==> src/tpdpwm_defines.vh <==
`ifndef TPDPWM_DEFINES_VH
`define TPDPWM_DEFINES_VH

// Byte addresses on the register bus
`define TPDPWM_CTRL_ADDR 16'hff88
`define TPDPWM_DT_ADDR 16'hff90
`define TPDPWM_CMP_BASE 16'hffc0
`define TPDPWM_SHD_BASE 16'hffe0
`define TPDPWM_BLK_HI 15
`define TPDPWM_BLK_LO 5
`define TPDPWM_IDX_HI 4
`define TPDPWM_IDX_LO 2
`define TPDPWM_NUM_CMP 3'h6
`define TPDPWM_CMP_BLK 11'h7fe
`define TPDPWM_SHD_BLK 11'h7ff

// Control register fields
`define TPDPWM_RUN_BIT 7
`define TPDPWM_SEL_HI 5
`define TPDPWM_SEL_LO 3
`define TPDPWM_DIV_HI 2
`define TPDPWM_DIV_LO 0
`define TPDPWM_SEL_MAX 3'h5

// Reset and idle values
`define TPDPWM_CTRL_RST 8'h00
`define TPDPWM_PERIOD_IDX 3
`define TPDPWM_PERIOD_RST 10'h0ff
`define TPDPWM_CMP_RST 10'h000
`define TPDPWM_DT_RST 8'hff
`define TPDPWM_DTM_IDLE 8'hff
`define TPDPWM_DTM_ZERO 8'h00
`define TPDPWM_DIV_RST 3'h7
`define TPDPWM_CNT_ZERO 10'h000
`define TPDPWM_CNT_ONE 10'h001

`endif

==> src/tpdpwm_timer.v <==
// Summary of operation
// - After start the counter counts up from zero until it matches period.
// - Counting down, reaching zero gives underflow, then counting turns up.
// - Direction change at period or zero applies on the next count tick.
// - Clock select 0..5 divides system clock by 1 to 32; 6, 7 forbidden.
// - Run enable low clears and stops timers; all six outputs float.
// - Reset or run enable clear sets the counter to zero.
// - Counter, dead-time timers and divider have no software access.
// - Phase compares watch the counter; a match updates that phase flop.
// - Divided underflow interrupt copies every shadow into its compare.
// - Compare writes only land while stopped; running uses shadows.
// - Shadows are readable and writable anytime, word or low byte.
// - Period and its shadow reset 0FFH, others zero; stop zeros compares except period.
// - Trigger compares watch the counter; each match raises its request.
// - One dead-time reload value, loaded by each timer at its own match.
// - Dead-time reload writes are dropped while the counter runs.
// - Dead-time reload resets FFH; zero still gives one clock dead time.
// - Dead-time timer reloads on match, counts down, stops at FFH.
// - Divider counts underflows, fires on match, then returns to 7H.
// - Divide setting N yields one interrupt per N plus one underflows.
// - Control resets zero: run bit 7, clock select 5:3, divide 2:0.
// - Dead time equals reload plus one system clock periods.
`timescale 1ns/10ps
`default_nettype none
`include "tpdpwm_defines.vh"

module tpdpwm_timer (
   // Clock and reset
   input wire ref_clk,
   input wire nrst,
   // Avalon-MM slave
   input wire [15:0] avs_address,
   input wire avs_read,
   input wire avs_write,
   input wire [31:0] avs_writedata,
   input wire [3:0] avs_byteenable,
   output reg [31:0] avs_readdata,
   output wire avs_waitrequest,
   // Inverter gate outputs
   output reg pwm_out_u_pos,
   output reg pwm_out_u_neg,
   output reg pwm_out_v_pos,
   output reg pwm_out_v_neg,
   output reg pwm_out_w_pos,
   output reg pwm_out_w_neg,
   output wire pwm_out_oe,
   // Interrupt requests
   output reg underflow_irq,
   output reg trigger_irq_a,
   output reg trigger_irq_b
);

   reg rst_a_ff;
   reg rst_n_ff;
   wire rst_n;

   always @(posedge ref_clk or negedge nrst) begin
      if (!nrst) begin
         rst_a_ff <= 1'b0;
         rst_n_ff <= 1'b0;
      end else begin
         rst_a_ff <= 1'b1;
         rst_n_ff <= rst_a_ff;
      end
   end
   assign rst_n = rst_n_ff;

   // Bus handshake: one wait cycle per access
   reg ack_ff;
   wire req;
   wire wr_en;

   assign req = avs_read | avs_write;
   assign avs_waitrequest = req & ~ack_ff;
   assign wr_en = avs_write & ack_ff;

   always @(posedge ref_clk or negedge rst_n) begin
      if (!rst_n) begin
         ack_ff <= 1'b0;
      end else begin
         ack_ff <= req & ~ack_ff;
      end
   end

   wire hit_ctrl;
   wire hit_dt;
   wire hit_cmp;
   wire hit_shd;
   wire [2:0] idx;

   assign idx = avs_address[`TPDPWM_IDX_HI:`TPDPWM_IDX_LO];
   assign hit_ctrl = avs_address == `TPDPWM_CTRL_ADDR;
   assign hit_dt = avs_address == `TPDPWM_DT_ADDR;
   // Aligned word slots only; sub-word offsets read zero
   assign hit_cmp = (avs_address[`TPDPWM_BLK_HI:`TPDPWM_BLK_LO] ==
      `TPDPWM_CMP_BLK) &&
      (idx < `TPDPWM_NUM_CMP) &&
      (avs_address[1:0] == 2'h0);
   assign hit_shd = (avs_address[`TPDPWM_BLK_HI:`TPDPWM_BLK_LO] ==
      `TPDPWM_SHD_BLK) &&
      (idx < `TPDPWM_NUM_CMP) &&
      (avs_address[1:0] == 2'h0);

   // Control and dead-time reload
   reg [7:0] ctrl_ff;
   reg [7:0] dt_reload_ff;
   reg run_prev_ff;
   wire run;
   wire run_clr;
   wire stop_wr;
   wire [2:0] sel;
   wire [2:0] div_set;

   assign run = ctrl_ff[`TPDPWM_RUN_BIT];
   assign sel = ctrl_ff[`TPDPWM_SEL_HI:`TPDPWM_SEL_LO];
   assign div_set = ctrl_ff[`TPDPWM_DIV_HI:`TPDPWM_DIV_LO];
   assign run_clr = run_prev_ff & ~run;
   assign pwm_out_oe = run;
   // Stop write clears the drive flops on the same edge as the run bit
   assign stop_wr = wr_en && hit_ctrl && avs_byteenable[0] &&
      !avs_writedata[`TPDPWM_RUN_BIT];

   always @(posedge ref_clk or negedge rst_n) begin
      if (!rst_n) begin
         ctrl_ff <= `TPDPWM_CTRL_RST;
         dt_reload_ff <= `TPDPWM_DT_RST;
         run_prev_ff <= 1'b0;
      end else begin
         run_prev_ff <= run;
         if (wr_en && hit_ctrl && avs_byteenable[0]) begin
            // Bit 6 is not stored and reads zero
            ctrl_ff <= avs_writedata[7:0] & 8'hbf;
         end
         if (wr_en && hit_dt && avs_byteenable[0] && !run) begin
            dt_reload_ff <= avs_writedata[7:0];
         end
      end
   end

   // Count clock prescaler
   reg [4:0] pre_ff;
   wire [2:0] sel_eff;
   wire [5:0] sel_sh;
   wire [5:0] sel_m6;
   wire [4:0] sel_mask;
   wire tick;

   // Forbidden codes fall back to the slowest rate
   assign sel_eff = (sel > `TPDPWM_SEL_MAX) ? `TPDPWM_SEL_MAX : sel;
   assign sel_sh = 6'h01 << sel_eff;
   assign sel_m6 = sel_sh - 6'h01;
   assign sel_mask = sel_m6[4:0];
   assign tick = run && ((pre_ff & sel_mask) == sel_mask);

   always @(posedge ref_clk or negedge rst_n) begin
      if (!rst_n) begin
         pre_ff <= 5'h00;
      end else if (!run) begin
         pre_ff <= 5'h00;
      end else begin
         pre_ff <= pre_ff + 5'h01;
      end
   end

   // Up/down counter, internal only
   reg [9:0] updown_counter_ff;
   reg up_ff;
   reg uf_ff;
   reg tick_d_ff;
   wire [9:0] period;

   always @(posedge ref_clk or negedge rst_n) begin
      if (!rst_n) begin
         updown_counter_ff <= `TPDPWM_CNT_ZERO;
         up_ff <= 1'b1;
         uf_ff <= 1'b0;
         tick_d_ff <= 1'b0;
      end else if (!run) begin
         updown_counter_ff <= `TPDPWM_CNT_ZERO;
         up_ff <= 1'b1;
         uf_ff <= 1'b0;
         tick_d_ff <= 1'b0;
      end else begin
         tick_d_ff <= tick;
         uf_ff <= tick && !up_ff &&
            updown_counter_ff == `TPDPWM_CNT_ONE;
         if (tick) begin
            if (up_ff) begin
               if (updown_counter_ff == period) begin
                  up_ff <= 1'b0;
                  updown_counter_ff <= updown_counter_ff - 10'h001;
               end else begin
                  updown_counter_ff <= updown_counter_ff + 10'h001;
               end
            end else begin
               if (updown_counter_ff == `TPDPWM_CNT_ZERO) begin
                  up_ff <= 1'b1;
                  updown_counter_ff <= updown_counter_ff + 10'h001;
               end else begin
                  updown_counter_ff <= updown_counter_ff - 10'h001;
               end
            end
         end
      end
   end

   // Underflow interrupt divider
   reg [2:0] underflow_divider_counter_ff;
   wire [2:0] nxt_div;
   wire irq_now;

   assign nxt_div = underflow_divider_counter_ff + 3'h1;
   assign irq_now = uf_ff && (nxt_div == div_set);

   always @(posedge ref_clk or negedge rst_n) begin
      if (!rst_n) begin
         underflow_divider_counter_ff <= `TPDPWM_DIV_RST;
         underflow_irq <= 1'b0;
      end else if (!run) begin
         underflow_divider_counter_ff <= `TPDPWM_DIV_RST;
         underflow_irq <= 1'b0;
      end else begin
         underflow_irq <= irq_now;
         if (irq_now) begin
            underflow_divider_counter_ff <= `TPDPWM_DIV_RST;
         end else if (uf_ff) begin
            underflow_divider_counter_ff <= nxt_div;
         end
      end
   end

   // Compare registers and their shadows
   reg [9:0] cmp_ff [0:5];
   reg [9:0] shd_ff [0:5];
   wire [5:0] match;

   assign period = cmp_ff[`TPDPWM_PERIOD_IDX];

   genvar gi;
   generate
      for (gi = 0; gi < 6; gi = gi + 1) begin : g_cmp
         localparam [9:0] RST_V = (gi == `TPDPWM_PERIOD_IDX) ?
            `TPDPWM_PERIOD_RST : `TPDPWM_CMP_RST;
         localparam CLR_ON_STOP = (gi != `TPDPWM_PERIOD_IDX);
         wire sel_me;

         assign sel_me = wr_en && (idx == gi[2:0]);
         // Gated by run so a match cannot outlive a stop
         assign match[gi] = run && tick_d_ff &&
            (updown_counter_ff == cmp_ff[gi]);

         always @(posedge ref_clk or negedge rst_n) begin
            if (!rst_n) begin
               shd_ff[gi] <= RST_V;
            end else if (sel_me && hit_shd) begin
               // Any time, per byte lane
               if (avs_byteenable[0]) begin
                  shd_ff[gi][7:0] <= avs_writedata[7:0];
               end
               if (avs_byteenable[1]) begin
                  shd_ff[gi][9:8] <= avs_writedata[9:8];
               end
            end
         end

         always @(posedge ref_clk or negedge rst_n) begin
            if (!rst_n) begin
               cmp_ff[gi] <= RST_V;
            end else if (sel_me && hit_cmp && !run) begin
               if (avs_byteenable[0]) begin
                  cmp_ff[gi][7:0] <= avs_writedata[7:0];
               end
               if (avs_byteenable[1]) begin
                  cmp_ff[gi][9:8] <= avs_writedata[9:8];
               end
            end else if (run_clr && CLR_ON_STOP) begin
               cmp_ff[gi] <= `TPDPWM_CMP_RST;
            end else if (irq_now) begin
               cmp_ff[gi] <= shd_ff[gi];
            end
         end
      end
   endgenerate

   // Trigger requests, one cycle each
   always @(posedge ref_clk or negedge rst_n) begin
      if (!rst_n) begin
         trigger_irq_a <= 1'b0;
         trigger_irq_b <= 1'b0;
      end else begin
         trigger_irq_a <= match[4];
         trigger_irq_b <= match[5];
      end
   end

   // Per-phase flop, dead-time timer and output pair
   reg [2:0] phase_ff;
   reg [2:0] busy_ff;
   reg [7:0] dtm_ff [0:2];
   reg [2:0] pos_ff;
   reg [2:0] neg_ff;

   generate
      for (gi = 0; gi < 3; gi = gi + 1) begin : g_phase
         wire gap;

         // Gap covers load cycle plus reload value counts
         assign gap = match[gi] ||
            (busy_ff[gi] && dtm_ff[gi] != `TPDPWM_DTM_ZERO);

         always @(posedge ref_clk or negedge rst_n) begin
            if (!rst_n) begin
               phase_ff[gi] <= 1'b0;
               busy_ff[gi] <= 1'b0;
               dtm_ff[gi] <= `TPDPWM_DTM_IDLE;
               pos_ff[gi] <= 1'b0;
               neg_ff[gi] <= 1'b0;
            end else if (!run || stop_wr) begin
               phase_ff[gi] <= 1'b0;
               busy_ff[gi] <= 1'b0;
               dtm_ff[gi] <= `TPDPWM_DTM_IDLE;
               pos_ff[gi] <= 1'b0;
               neg_ff[gi] <= 1'b0;
            end else begin
               if (match[gi]) begin
                  // Positive side active above the compare level
                  phase_ff[gi] <= up_ff;
                  dtm_ff[gi] <= dt_reload_ff;
                  busy_ff[gi] <= 1'b1;
               end else if (busy_ff[gi]) begin
                  dtm_ff[gi] <= dtm_ff[gi] - 8'h01;
                  if (dtm_ff[gi] == `TPDPWM_DTM_ZERO) begin
                     busy_ff[gi] <= 1'b0;
                  end
               end
               pos_ff[gi] <= phase_ff[gi] & ~gap;
               neg_ff[gi] <= ~phase_ff[gi] & ~gap;
            end
         end
      end
   endgenerate

   always @* begin
      pwm_out_u_pos = pos_ff[0];
      pwm_out_u_neg = neg_ff[0];
      pwm_out_v_pos = pos_ff[1];
      pwm_out_v_neg = neg_ff[1];
      pwm_out_w_pos = pos_ff[2];
      pwm_out_w_neg = neg_ff[2];
   end

   // Read path; internal counters are not mapped
   always @(posedge ref_clk or negedge rst_n) begin
      if (!rst_n) begin
         avs_readdata <= 32'h00000000;
      end else if (avs_read && !ack_ff) begin
         if (hit_ctrl) begin
            avs_readdata <= {24'h000000, ctrl_ff};
         end else if (hit_dt) begin
            avs_readdata <= {24'h000000, dt_reload_ff};
         end else if (hit_cmp) begin
            avs_readdata <= {22'h0, cmp_ff[idx]};
         end else if (hit_shd) begin
            avs_readdata <= {22'h0, shd_ff[idx]};
         end else begin
            avs_readdata <= 32'h00000000;
         end
      end
   end

endmodule
`default_nettype wire
==> config.mk <==
export PLATFORM = sky130hd
export DESIGN_NAME = tpdpwm_timer
export DESIGN_NICKNAME = d
export VERILOG_FILES = /design/src/tpdpwm_timer.v
export VERILOG_INCLUDE_DIRS = /design/src
export SDC_FILE = /design/constraint.sdc
export NUM_CORES = 1
export LEC_CHECK = 0
export ABC_AREA = 1
export BUFFER_PORTS_ARGS = -buffer_cell sky130_fd_sc_hd__buf_2
export CAP_MARGIN = 25
export CORE_MARGIN = 2
export CORE_UTILIZATION = 58
export DETAILED_ROUTE_END_ITERATION = 8
export PLACE_DENSITY = 0.76
export REMOVE_ABC_BUFFERS = 1
export SETUP_SLACK_MARGIN = 0.1
export SLEW_MARGIN = 25
export SYNTH_ARGS = -nofsm -noshare
export SYNTH_HDL_FRONTEND = slang
export SYNTH_SLANG_ARGS = --single-unit
==> constraint.sdc <==
create_clock -name ref_clk -period 7.8 [get_ports ref_clk]
set_input_delay 0.78 -clock ref_clk [delete_from_list [all_inputs] [get_ports ref_clk]]
set_output_delay 0.78 -clock ref_clk [all_outputs]
set_load 0.01 [all_outputs]
Yosys cells after proc, flatten, opt, wreduce, memory -nomap -nowiden
Cells that the tools add are included.
{"block": "totals", "ff_bits": 231, "in_bits": 56, "out_inout_bits": 43, "word_cells": 300}
{"block": "classes", "add_sub_neg": 8, "order_cmp": 3, "n_eq_ne": 32, "shift": 1, "n_mux": 80, "bitwise": 20, "reduce_logical": 101}
{"cell": "$mux W10", "count": 30}
{"cell": "$mux W8", "count": 10}
{"cell": "$bmux W10 S3", "count": 2}
{"cell": "$eq A10 B10 Y1", "count": 6}
{"cell": "$logic_and A1 B1 Y1", "count": 48}
{"cell": "$reduce_and A2 Y1", "count": 24}
{"cell": "$eq A16 B16 Y1 const B", "count": 2}
{"cell": "$mux W1", "count": 32}
{"cell": "$logic_not A8 Y1", "count": 3}
{"cell": "$ne A2 B2 Y1 const B", "count": 12}
{"cell": "$reduce_bool A3 Y1", "count": 8}
{"cell": "$reduce_bool A8 Y1", "count": 3}
{"cell": "$sub A8 B1 Y8 const B", "count": 3}
{"cell": "$eq A11 B11 Y1 const B", "count": 2}
{"cell": "$mux W3", "count": 4}
{"cell": "$add A10 B1 Y10 const B", "count": 1}
{"cell": "$eq A10 B1 Y1 const B", "count": 1}
{"cell": "$logic_not A10 Y1", "count": 1}
{"cell": "$sub A10 B1 Y10 const B", "count": 1}
{"cell": "$and A1 B1 Y1", "count": 9}
{"cell": "$not A1 Y1", "count": 8}
{"cell": "$reduce_bool A2 Y1", "count": 4}
{"cell": "$eq A3 B2 Y1 const B", "count": 2}
{"cell": "$eq A3 B3 Y1 const B", "count": 2}
{"cell": "other kinds (21)", "count": 27}

Longest topological paths before layout
Gate-level depths: netlist of the first run.
{"block": "logic_depth", "depth_word": 10, "ltp_mapped": 14, "depth_no_buf": 12}

Least setup slack after synthesis of the first run
No wires, ideal clock.
{"block": "synth_path", "path_kind": "input -> register", "from": "in avs_address[11]", "to": "reg cmp_ff[16] (netlist name)", "setup_time_ns": 0.117, "arrival_time_ns": 1.917, "required_ns": 7.683, "slack_ns": 5.766, "stages": 10, "path_buffers": 1, "path_cell_list": "nand2_1 > nor2_1 > nand2_1 > nor2_8 > nand3_2 > inv_2 > buf_2 > nand2_1 > nand3_1 > nand2_1"}
{"block": "synth_between", "elab_chain_cells": 7, "word_cells_on_any_way": 9, "classes_between": "eq/ne (2); mux (1); reduce/logical (6)"}
{"element": "start, declared", "line": "tpdpwm_timer.v:32", "source": "input wire [15:0] avs_address,"}
{"element": "$eq A11 B11 Y1 (no source line) *"}
{"element": "$logic_and A1 B1 Y1 * (2 in a row)", "line": "tpdpwm_timer.v:95", "source": "assign hit_cmp = (avs_address[`TPDPWM_BLK_HI:`TPDPWM_BLK_LO] =="}
{"element": "$logic_and A1 B1 Y1 * (2 in a row)", "line": "tpdpwm_timer.v:269", "source": "end else if (sel_me && hit_cmp && !run) begin"}
{"element": "$ne A2 B2 Y1 (no source line) / $reduce_bool A3 Y1 (equally long branches)"}
{"element": "$reduce_and A2 Y1 (no source line)"}
{"element": "end signal, assigned by index", "line": "tpdpwm_timer.v:271", "source": "cmp_ff[gi][7:0] <= avs_writedata[7:0];"}
{"element": "end signal, assigned by index", "line": "tpdpwm_timer.v:274", "source": "cmp_ff[gi][9:8] <= avs_writedata[9:8];"}
{"element": "end signal, assigned by index", "line": "tpdpwm_timer.v:277", "source": "cmp_ff[gi] <= `TPDPWM_CMP_RST;"}
{"element": "end, declared", "line": "tpdpwm_timer.v:233", "source": "reg [9:0] cmp_ff [0:5];"}
Every way passes the cells marked *; elsewhere a longest branch is shown, timed or not.
A chain may end at the register's enable or synchronous reset.

Worst setup path in the final report of the first run
{"block": "layout_path", "from": "in avs_address[4]", "to": "reg cmp_ff[7] (netlist name)"}
{"block": "layout_between", "elab_chain_cells": 7, "word_cells_on_any_way": 11, "classes_between": "order compare (1); eq/ne (2); mux (1); reduce/logical (7)"}
{"element": "$lt A3 B3 Y1 (no source line)"}
{"element": "$logic_and A1 B1 Y1 (2 in a row)", "line": "tpdpwm_timer.v:95"}
{"element": "$logic_and A1 B1 Y1 * (2 in a row)", "line": "tpdpwm_timer.v:269"}
{"element": "$ne A2 B2 Y1 (no source line) / $reduce_bool A3 Y1 (equally long branches)"}
{"element": "$reduce_and A2 Y1 (no source line)"}
Marked as above.

==> flow_metrics.py, run 1 <==
metrics = {
    "run_status": {
        "outcome": "finished, final reports clean",
    },
    "sta": {
        "report.final.hold_viol_count": 0,
        "setup_violators_final": 0,
        "slew_viol_final": 0,
        "fin_crit_sh_pct": 35.52,
        "finalClockSkew_ps": 14.33,
        "final_period_minus_worst_setup_slack_ps": 2771,
        "setup-tns-final_ps": 0,
        "whs_ps": 32.38,
        "max-slew-margin-rel_pct": 44.42,
        "worstMarginPinSlew_ps": 832.8,
        "fmax_achieved_ghz": 0.3609,
        "unrepaired_setup_endpoints_after_global_routing": "no",
    },
    "power_and_ir_drop": {
        "power_switching_share_pct": 23.31,
        "power_frac_clock_pct": 49.3,
        "power_frac_seq_pct": 45.7,
        "comb_power_share_pct": 5.0,
        "total_leakage_power_nw": 6.750,
        "power_density_nw_per_um2": 169.2,
        "worst_ir_drop_vdd_uv": 175.5,
        "power_switching_uw": 558.3,
        "design_power_total_mw": 2.395,
        "internal_power_consumption_mw": 1.837,
    },
    "critical_path": {
        "cp_data_required_time_ps": 8200,
        "timing.critical_path.to_type": "flop",
        "arrival_ps": 3170,
        "number_of_cells_on_the_worst_reg_to_reg_path": 9,
        "worst-setup-path-type": "input pin to flop",
        "crit_path_start_kind": "input pin",
        "critical_path_peak_fanout": 24,
    },
    "global_route": {
        "grt_use_total_pct": 34.53,
        "number_of_antenna_violations_at_the_first_check_in_global_routing": 0,
        "grt_overflow_total": 0,
        "first_global_vias": 11515,
        "grt_first_pass_wirelength_um": 64320,
        "busiest_layer": "met2",
        "use_met3_pct": 6.080,
        "gr-usage-met1_pct": 49.94,
        "grt_use_met2_pct": 52.00,
        "grt_max_degree": 74,
    },
    "clock_network": {
        "clock_path_buffers": 3,
        "cts_root_buf": "sky130_fd_sc_hd__clkbuf_16",
        "cts.sink_count": 209,
        "post_cts_buffers": 0,
        "cts.repair.resized": 0,
        "worst_skew_pair.late_latency_ps": 530,
        "cts_inserted_buffers": 24,
        "cts_tree": "built",
        "clk_pin_slew_worst_paths_ps": 60,
        "hold_buffers": 0,
        "cts-htree-levels": 1,
    },
    "floorplan": {
        "die_w_um": 154.4,
        "core_area_um2": 22430,
        "rows": 55,
        "io-pin-count": 99,
        "die_area_um2": 23850,
        "start_util_pct": 58.52,
        "die_height_um": 154.4,
    },
    "placed_design": {
        "gp_congestion": 0.9424,
        "port_buffers": 52,
        "dp.final_hpwl_um": 28720,
        "dpl_cell_area_um2": 13310,
    },
    "drt": {
        "drt-vias-per-instance": 5.962,
        "drt-pass1-iter-count": 6,
        "wirelength_um": 40850,
        "post_drt_wl_per_cell_um": 19.29,
        "drtIter0Drc": 1629,
        "remaining_drc_errors": 0,
        "num_vias": 12627,
        "ant_nets": 0,
    },
    "synth": {
        "synth_enable_flop_cells": 0,
        "synth_top_family_by_area": "simple AND/OR/NAND/NOR gates",
        "netlist_top_cells_area": "sky130_fd_sc_hd__dfrtp_1, sky130_fd_sc_hd__nand2_1, sky130_fd_sc_hd__dfstp_2",
        "yosys-mux-area-fraction_pct": 0,
        "post_synthesis_instance_area_um2": 13130,
        "synth_ff_type": "sky130_fd_sc_hd__dfrtp_1",
        "synthDominantCellAreaShare_pct": 29.93,
        "post_synthesis_share_of_cell_area_spent_on_and_or_nand_and_nor_gates_pct": 34.60,
        "seq_area_frac_synth_pct": 40.34,
        "yosys.area_share.xor_xnor_pct": 3.202,
        "postSynth.asyncResetShare_pct": 100.0,
        "netlist-cell-type-count": 53,
        "synth-seq-cells": 209,
        "syn-instance-count": 1809,
        "post_synth.cell_area_avg_um2": 7.257,
        "synth-adder-area-share_pct": 1.144,
        "synth_compound_area_share_pct": 11.33,
        "synth_largest_area_cell": "sky130_fd_sc_hd__dfrtp_1",
        "synthesis.yosys.warnings": 0,
    },
    "finish": {
        "multi_input_comb_area_um2": 6686,
        "antenna_cells": 0,
        "fill_cells": 2022,
        "fin_nets": 1883,
        "post_route_cells_drive_above_1_share_pct": 13.48,
        "layout.area.seq_um2": 5299,
        "final_cell_area_um2": 14160,
        "area_growth_pct": 7.835,
    },
    "hold_path": {
        "min-delay-path-class": "input pin to asynchronous set/reset pin",
    },
    "flow_run": {
        "max_cap_viol_count": 0,
    },
}
## power groups by stage
stage	Sequential [mW]	Combinational, mW	Clock [mW]
after global placement	1.11	0.116	0
after floorplan	1.13	0.0497	0
after CTS	1.09	0.117	1.19
after global routing	1.09	0.131	1.23
after detailed placement	1.11	0.117	0
final	1.09	0.120	1.18
## synthesized netlist by cell type (2+ instances only)
| master | number |
|---|---|
| sky130_fd_sc_hd__buf_6 | 6 |
| sky130_fd_sc_hd__a21oi_1 | 32 |
| sky130_fd_sc_hd__o221ai_1 | 9 |
| sky130_fd_sc_hd__nand2_2 | 16 |
| sky130_fd_sc_hd__clkinv_1 | 6 |
| sky130_fd_sc_hd__o21bai_1 | 3 |
| sky130_fd_sc_hd__buf_4 | 27 |
| sky130_fd_sc_hd__buf_2 | 31 |
| sky130_fd_sc_hd__and2_1 | 2 |
| sky130_fd_sc_hd__xnor2_1 | 24 |
| sky130_fd_sc_hd__ha_1 | 12 |
| sky130_fd_sc_hd__dfrtp_1 | 157 |
| sky130_fd_sc_hd__a22oi_1 | 9 |
| sky130_fd_sc_hd__nor4_1 | 6 |
| sky130_fd_sc_hd__o22ai_1 | 8 |
| sky130_fd_sc_hd__a31oi_1 | 3 |
| sky130_fd_sc_hd__or2_2 | 3 |
| sky130_fd_sc_hd__conb_1 | 2 |
| sky130_fd_sc_hd__nand2_1 | 563 |
| sky130_fd_sc_hd__o211ai_1 | 3 |
| sky130_fd_sc_hd__nor2_2 | 7 |
| sky130_fd_sc_hd__nand3b_1 | 2 |
| sky130_fd_sc_hd__buf_1 | 2 |
| sky130_fd_sc_hd__o21ai_1 | 91 |
| sky130_fd_sc_hd__xor2_1 | 24 |
| sky130_fd_sc_hd__nor3_1 | 14 |
| sky130_fd_sc_hd__or2_1 | 4 |
| sky130_fd_sc_hd__inv_2 | 22 |
| sky130_fd_sc_hd__nand3_4 | 2 |
| sky130_fd_sc_hd__nand4_2 | 5 |
| sky130_fd_sc_hd__nand3_2 | 22 |
| sky130_fd_sc_hd__nand4_1 | 29 |
| sky130_fd_sc_hd__nor2_4 | 9 |
| sky130_fd_sc_hd__o2111ai_1 | 12 |
| sky130_fd_sc_hd__inv_1 | 147 |
| sky130_fd_sc_hd__nor3_2 | 2 |
| sky130_fd_sc_hd__clkbuf_1 | 33 |
| sky130_fd_sc_hd__nor2_1 | 89 |
| sky130_fd_sc_hd__dfstp_2 | 52 |
| sky130_fd_sc_hd__nand2_4 | 2 |
| sky130_fd_sc_hd__o21ai_0 | 91 |
| sky130_fd_sc_hd__nand3_1 | 215 |
## kinds of logic after synthesis
kind of cell,count (synthesis)
other cells,2
flops,209
xor+xnor,48
buf+inv,276
simple gates,996
fa+ha+maj,12
compound gates,266
## cell usage in the layout (no fill, tap or decap), types with 3 or more instances in the layout
cell / synthesis / layout
sky130_fd_sc_hd__dfrtp_1: 157 / 156
sky130_fd_sc_hd__nand2_1: 563 / 563
sky130_fd_sc_hd__o21ai_0: 91 / 91
sky130_fd_sc_hd__or2_2: 3 / 3
sky130_fd_sc_hd__o2111ai_1: 12 / 12
sky130_fd_sc_hd__nor2_1: 89 / 89
sky130_fd_sc_hd__nor2_4: 9 / 9
sky130_fd_sc_hd__nor2_2: 7 / 7
sky130_fd_sc_hd__a22oi_1: 9 / 9
sky130_fd_sc_hd__o22ai_1: 8 / 8
sky130_fd_sc_hd__clkbuf_8: 0 / 4
sky130_fd_sc_hd__nand3_1: 215 / 215
sky130_fd_sc_hd__xnor2_1: 24 / 24
sky130_fd_sc_hd__clkbuf_1: 33 / 6
sky130_fd_sc_hd__nor4_1: 6 / 6
sky130_fd_sc_hd__nand2_2: 16 / 16
sky130_fd_sc_hd__o211ai_1: 3 / 3
sky130_fd_sc_hd__nand3_2: 22 / 22
sky130_fd_sc_hd__clkinv_2: 0 / 5
sky130_fd_sc_hd__o221ai_1: 9 / 9
sky130_fd_sc_hd__inv_1: 147 / 146
sky130_fd_sc_hd__o21bai_1: 3 / 3
sky130_fd_sc_hd__o21ai_1: 91 / 91
sky130_fd_sc_hd__clkinv_1: 6 / 6
sky130_fd_sc_hd__buf_4: 27 / 6
sky130_fd_sc_hd__buf_2: 31 / 52
sky130_fd_sc_hd__nand4_1: 29 / 29
sky130_fd_sc_hd__a31oi_1: 3 / 3
sky130_fd_sc_hd__or2_1: 4 / 4
sky130_fd_sc_hd__xor2_1: 24 / 24
sky130_fd_sc_hd__nor3_1: 14 / 14
sky130_fd_sc_hd__bufinv_16: 0 / 3
sky130_fd_sc_hd__conb_1: 2 / 23
sky130_fd_sc_hd__dfstp_2: 52 / 52
sky130_fd_sc_hd__clkbuf_16: 0 / 25
sky130_fd_sc_hd__a21oi_1: 32 / 32
sky130_fd_sc_hd__inv_2: 22 / 23
sky130_fd_sc_hd__nand4_2: 5 / 5
sky130_fd_sc_hd__ha_1: 12 / 12
## sequential cells by signal (all words and copies together), names as in the netlist, 5 cells and up
name / flops
ctrl_ff: 7
avs_readdata: 10
pre_ff: 5
cmp_ff: 50
period: 10
updown_counter_ff: 10
shd_ff: 60
dtm_ff: 24
dt_reload_ff: 8
## critical path, cell delays in order
cell	delay (ps)
sky130_fd_sc_hd__buf_2	450
sky130_fd_sc_hd__inv_2	380
sky130_fd_sc_hd__nor3_2	440
sky130_fd_sc_hd__nand3_2	240
sky130_fd_sc_hd__nand2_1	420
sky130_fd_sc_hd__nand2_2	190
sky130_fd_sc_hd__nand3_1	170
sky130_fd_sc_hd__nand2_1	80
## final timing paths
path	slack (ps)	startpoint	to
worst max-delay path	5030	avs_address[4]	cmp_ff[7]
worst min-delay path	30	nrst	rst_n
worst max register to register	5200	updown_counter_ff[5]	pwm_out_w_pos
worst min register to register	230	rst_n	shd_ff[34]
max in group asynchronous	5870	rst_n	busy_ff[2]
min in group ref_clk	350	rst_a_ff	rst_n
## cell type report
| cell class | instances | share of cell area, % |
|---|---|---|
| multi-input cells | 1345 | 47.23 |
| flip-flops and latches | 209 | 37.43 |
| clock buffers | 35 | 4.967 |
| inverters | 176 | 4.684 |
| well taps | 285 | 2.519 |
| repair buffers | 59 | 2.298 |
| clock inverters | 9 | 0.8662 |
## metal layers
| metal | share of wire [%] | vias to the layer above |
|---|---|---|
| li1 | - | 5894 |
| met1 | 42 | 5881 |
| met2 | 43 | 732 |
| met3 | 10 | 120 |
| met4 | 4.4 | 0 |
| met5 | 0 | - |
## stage by stage
step,cells,setup WS [ps],util [%]
floorplan,1730,1636,-
global placement,2073,4613,59.33
detailed placement,2073,4606,59.33
CTS,2117,5127,63.01
global route,2118,4835,63.10
finish,2118,5029,63.10
Power figures use the tool's default switching activity.
==> run 2: changes to the inputs <==
Settings changed: ABC_AREA 1 to 0, CORE_UTILIZATION 58 to 55.
Clock period 7.8 ns to 2.45 ns, I/O delays scaled along.
==> flow_metrics.py, run 2 <==
metrics = {
    "global_route": {
        "grt_overflow_total": 0,
        "gr-usage-met1_pct": 37.08,
        "grt_first_pass_wirelength_um": 48650,
        "grt_max_degree": 63,
        "number_of_antenna_violations_at_the_first_check_in_global_routing": 0,
        "busiest_layer": "met2",
        "use_met3_pct": 3.133,
        "first_global_vias": 9013,
        "grt_use_met2_pct": 45.91,
        "grt_use_total_pct": 27.31,
    },
    "power_and_ir_drop": {
        "design_power_total_mw": 7.160,
        "total_leakage_power_nw": 6.349,
        "worst_ir_drop_vdd_uv": 519.9,
        "power_density_nw_per_um2": 530.1,
    },
    "synth": {
        "synth_most_common_cell": "sky130_fd_sc_hd__nand2_1",
        "post_synthesis_instance_area_um2": 11870,
        "postSynth.asyncResetShare_pct": 100.0,
        "synth-seq-cells": 209,
        "synth_top_family_by_area": "simple AND/OR/NAND/NOR gates",
        "post_synth.cell_area_avg_um2": 9.878,
        "netlist_top_cells_area": "sky130_fd_sc_hd__dfrtp_1, sky130_fd_sc_hd__dfstp_2, sky130_fd_sc_hd__mux2_2",
        "seq_area_frac_synth_pct": 44.59,
        "yosys.area_share.xor_xnor_pct": 6.754,
        "synthesis.yosys.warnings": 0,
        "most_used_standard_cells_in_the_synthesized_netlist": "sky130_fd_sc_hd__nand2_1, sky130_fd_sc_hd__dfrtp_1, sky130_fd_sc_hd__o21ai_0",
        "synth_largest_area_cell": "sky130_fd_sc_hd__dfrtp_1",
        "synth_ff_type": "sky130_fd_sc_hd__dfrtp_1",
        "netlist-cell-type-count": 66,
        "syn-instance-count": 1202,
        "synth_compound_area_share_pct": 11.04,
        "synth-adder-area-share_pct": 1.264,
        "yosys-mux-area-fraction_pct": 15.24,
        "post_synthesis_share_of_cell_area_spent_on_and_or_nand_and_nor_gates_pct": 15.52,
        "synth_enable_flop_cells": 0,
        "synthDominantCellAreaShare_pct": 33.09,
    },
    "drt": {
        "wirelength_um": 30610,
        "remaining_drc_errors": 0,
        "post_drt_wl_per_cell_um": 19.59,
        "ant_nets": 0,
        "num_vias": 9366,
        "drt-pass1-iter-count": 5,
        "drtIter0Drc": 790,
        "drt-vias-per-instance": 5.992,
    },
    "finish": {
        "largest_reg_flops": 60,
        "antenna_cells": 0,
        "largest-register": "shd_ff",
        "final_cell_area_um2": 13510,
        "area_growth_pct": 13.76,
        "biggestRegsByFlops": "shd_ff x60, cmp_ff x50, dtm_ff x24",
        "final_cell_mix": "sky130_fd_sc_hd__nand2_1, sky130_fd_sc_hd__dfrtp_1, sky130_fd_sc_hd__o21ai_0",
        "post_route_cells_drive_above_1_share_pct": 26.09,
        "fin_nets": 1340,
        "final_common_cell": "sky130_fd_sc_hd__nand2_1",
        "layout.cells.non_filler": 1563,
    },
    "sta": {
        "fin_crit_sh_pct": 93.09,
        "final_period_minus_worst_setup_slack_ps": 2281,
        "fmax_achieved_ghz": 0.4385,
        "setup_violators_final": 0,
        "worstMarginPinSlew_ps": 1043,
        "slew_viol_final": 0,
        "finalClockSkew_ps": 20.69,
        "unrepaired_setup_endpoints_after_global_routing": "yes",
        "max-slew-margin-rel_pct": 29.91,
        "report.final.hold_viol_count": 0,
    },
    "floorplan": {
        "core_area_um2": 21090,
        "io-pin-count": 99,
        "die_w_um": 150.9,
        "die_height_um": 150.9,
        "rows": 53,
        "die_area_um2": 22780,
        "start_util_pct": 56.31,
    },
    "clock_network": {
        "clk_pin_slew_worst_paths_ps": 60,
        "cts_root_buf": "sky130_fd_sc_hd__clkbuf_16",
        "clock_path_buffers": 3,
        "cts-htree-levels": 1,
        "worst_skew_pair.late_latency_ps": 520,
        "cts_inserted_buffers": 23,
        "cts.sink_count": 209,
        "cts_tree": "built",
    },
    "hold_path": {
        "worst_hold_path.num_cells": 3,
        "launch_point_of_the_worst_hold_path": "avs_read",
        "whs_endpoint": "ack_ff",
        "min-delay-path-class": "input pin to flop",
    },
    "run_status": {
        "outcome": "finished, final reports clean",
    },
    "critical_path": {
        "rr_endpoint": "period[2]",
        "number_of_cells_on_the_worst_reg_to_reg_path": 7,
        "worst-setup-path-type": "flop to flop",
        "timing.critical_path.to_type": "flop",
        "worstPathCellList": "and3b_1, nand4_1, or3_1, mux2i_2, buf_12, nand2_1, o21ai_0",
        "max_stage_delay_ps": 590,
        "reg2reg_slack_ps": 170,
        "critical_path_peak_fanout": 16,
        "cp_slowest_cell": "sky130_fd_sc_hd__or3_1",
        "reg2reg_from": "ack_ff",
        "cp_data_required_time_ps": 2890,
        "arrival_ps": 2720,
        "crit_path_start_kind": "flop",
    },
    "placed_design": {
        "port_buffers": 52,
        "dpl_cell_area_um2": 12650,
        "gp_congestion": 0.9923,
        "dp_cells": 1519,
        "dp.final_hpwl_um": 22090,
    },
    "flow_run": {
        "max_cap_viol_count": 0,
    },
}
run 2: cell types whose count changed after synthesis, moves of 20 or more:
cell,delta
sky130_fd_sc_hd__inv_2,-22
sky130_fd_sc_hd__xor2_1,+27
sky130_fd_sc_hd__inv_1,-108
sky130_fd_sc_hd__nand3_1,-189
sky130_fd_sc_hd__o21ai_1,-91
sky130_fd_sc_hd__nand3_2,-22
sky130_fd_sc_hd__mux2_2,+75
sky130_fd_sc_hd__and3_1,+29
sky130_fd_sc_hd__nand2_1,-395
sky130_fd_sc_hd__mux4_2,+20
sky130_fd_sc_hd__mux2i_1,+50
run 2: worst max-delay path by stage:
stage | end | slack, ps | startpoint | cells after the start
finish | period[2] | 170 | ack_ff | 7
global route | updown_counter_ff[9] | 50 | ctrl_ff[5] | 10
CTS | cmp_ff[3] | 120 | underflow_divider_counter_ff[0] | 8
detailed placement | avs_readdata[5] | 8 | avs_address[2] | 6
global placement | avs_readdata[5] | 70 | avs_address[2] | 6
floorplan | ack_ff | -3710 | rst_n | 0
run 2: power by group:
part / internal [mW] / switching [mW] / leakage (nW) / total [mW]
clock: 2.01 / 1.41 / 0.367 / 3.41
sequential: 3.46 / 0.0170 / 2.72 / 3.48
combinational: 0.0744 / 0.194 / 3.26 / 0.269
total: 5.54 / 1.62 / 6.35 / 7.16
run 2: worst max-delay path, delay by kind of cell (launching register included):
kind	cells	cell delay [ps]
multiplexers	1	280
buffers and inverters	1	180
AO/OA/AOI/OAI	1	80
AND/OR/NAND/NOR	4	1230
flip-flops	1	430
run 2: kinds of logic (layout without fill, tap and decap cells):
logic type,after synthesis,in the layout
adder cells (fa/ha/maj),12,12
XOR/XNOR,90,90
AND/OR/NAND/NOR,386,386
multiplexers,146,146
buffers and inverters,139,204
AO/OA/AOI/OAI,218,218
other,2,23
flip-flops,209,209
run 2: through the flow:
| stage | hold WS, ps | TNS [ps] | util [%] | setup slack, ps |
|---|---|---|---|---|
| 5_1_grt | 48.38 | 0 | 64.06 | 52.11 |
| 3_3_place_gp | 31.75 | 0 | 59.97 | 67.56 |
| 6_report | 18.80 | 0 | 64.06 | 169.3 |
| 4_1_cts | 11.86 | 0 | 63.61 | 117.4 |
| 3_5_place_dp | 31.58 | 0 | 59.97 | 7.898 |
| 2_1_floorplan | -50.59 | -714970 | - | -3714 |
run 2: timing repair:
item,4_1_cts,5_1_grt
hold endpoints to repair,2,0
setup endpoints to repair,1,52
gates resized for setup,3,16
buffers inserted,0,2
hold buffers,1,0
pin swaps,0,6
run 2: layer usage:
layer	share of wire, %	wire [um]
met3	6.4	1954
met2	48	14720
met5	0	0
met1	42	12860
met4	3.5	1071
run 2: layout make-up:
type	instances	area [um^2]
clock inverter	5	28.78
multi-input combinational	875	6098
inverter	39	146.4
clock buffer	36	716.9
sequential	209	5300
timing repair buffer	124	873.3
tap	275	344.1
fill	1672	7580
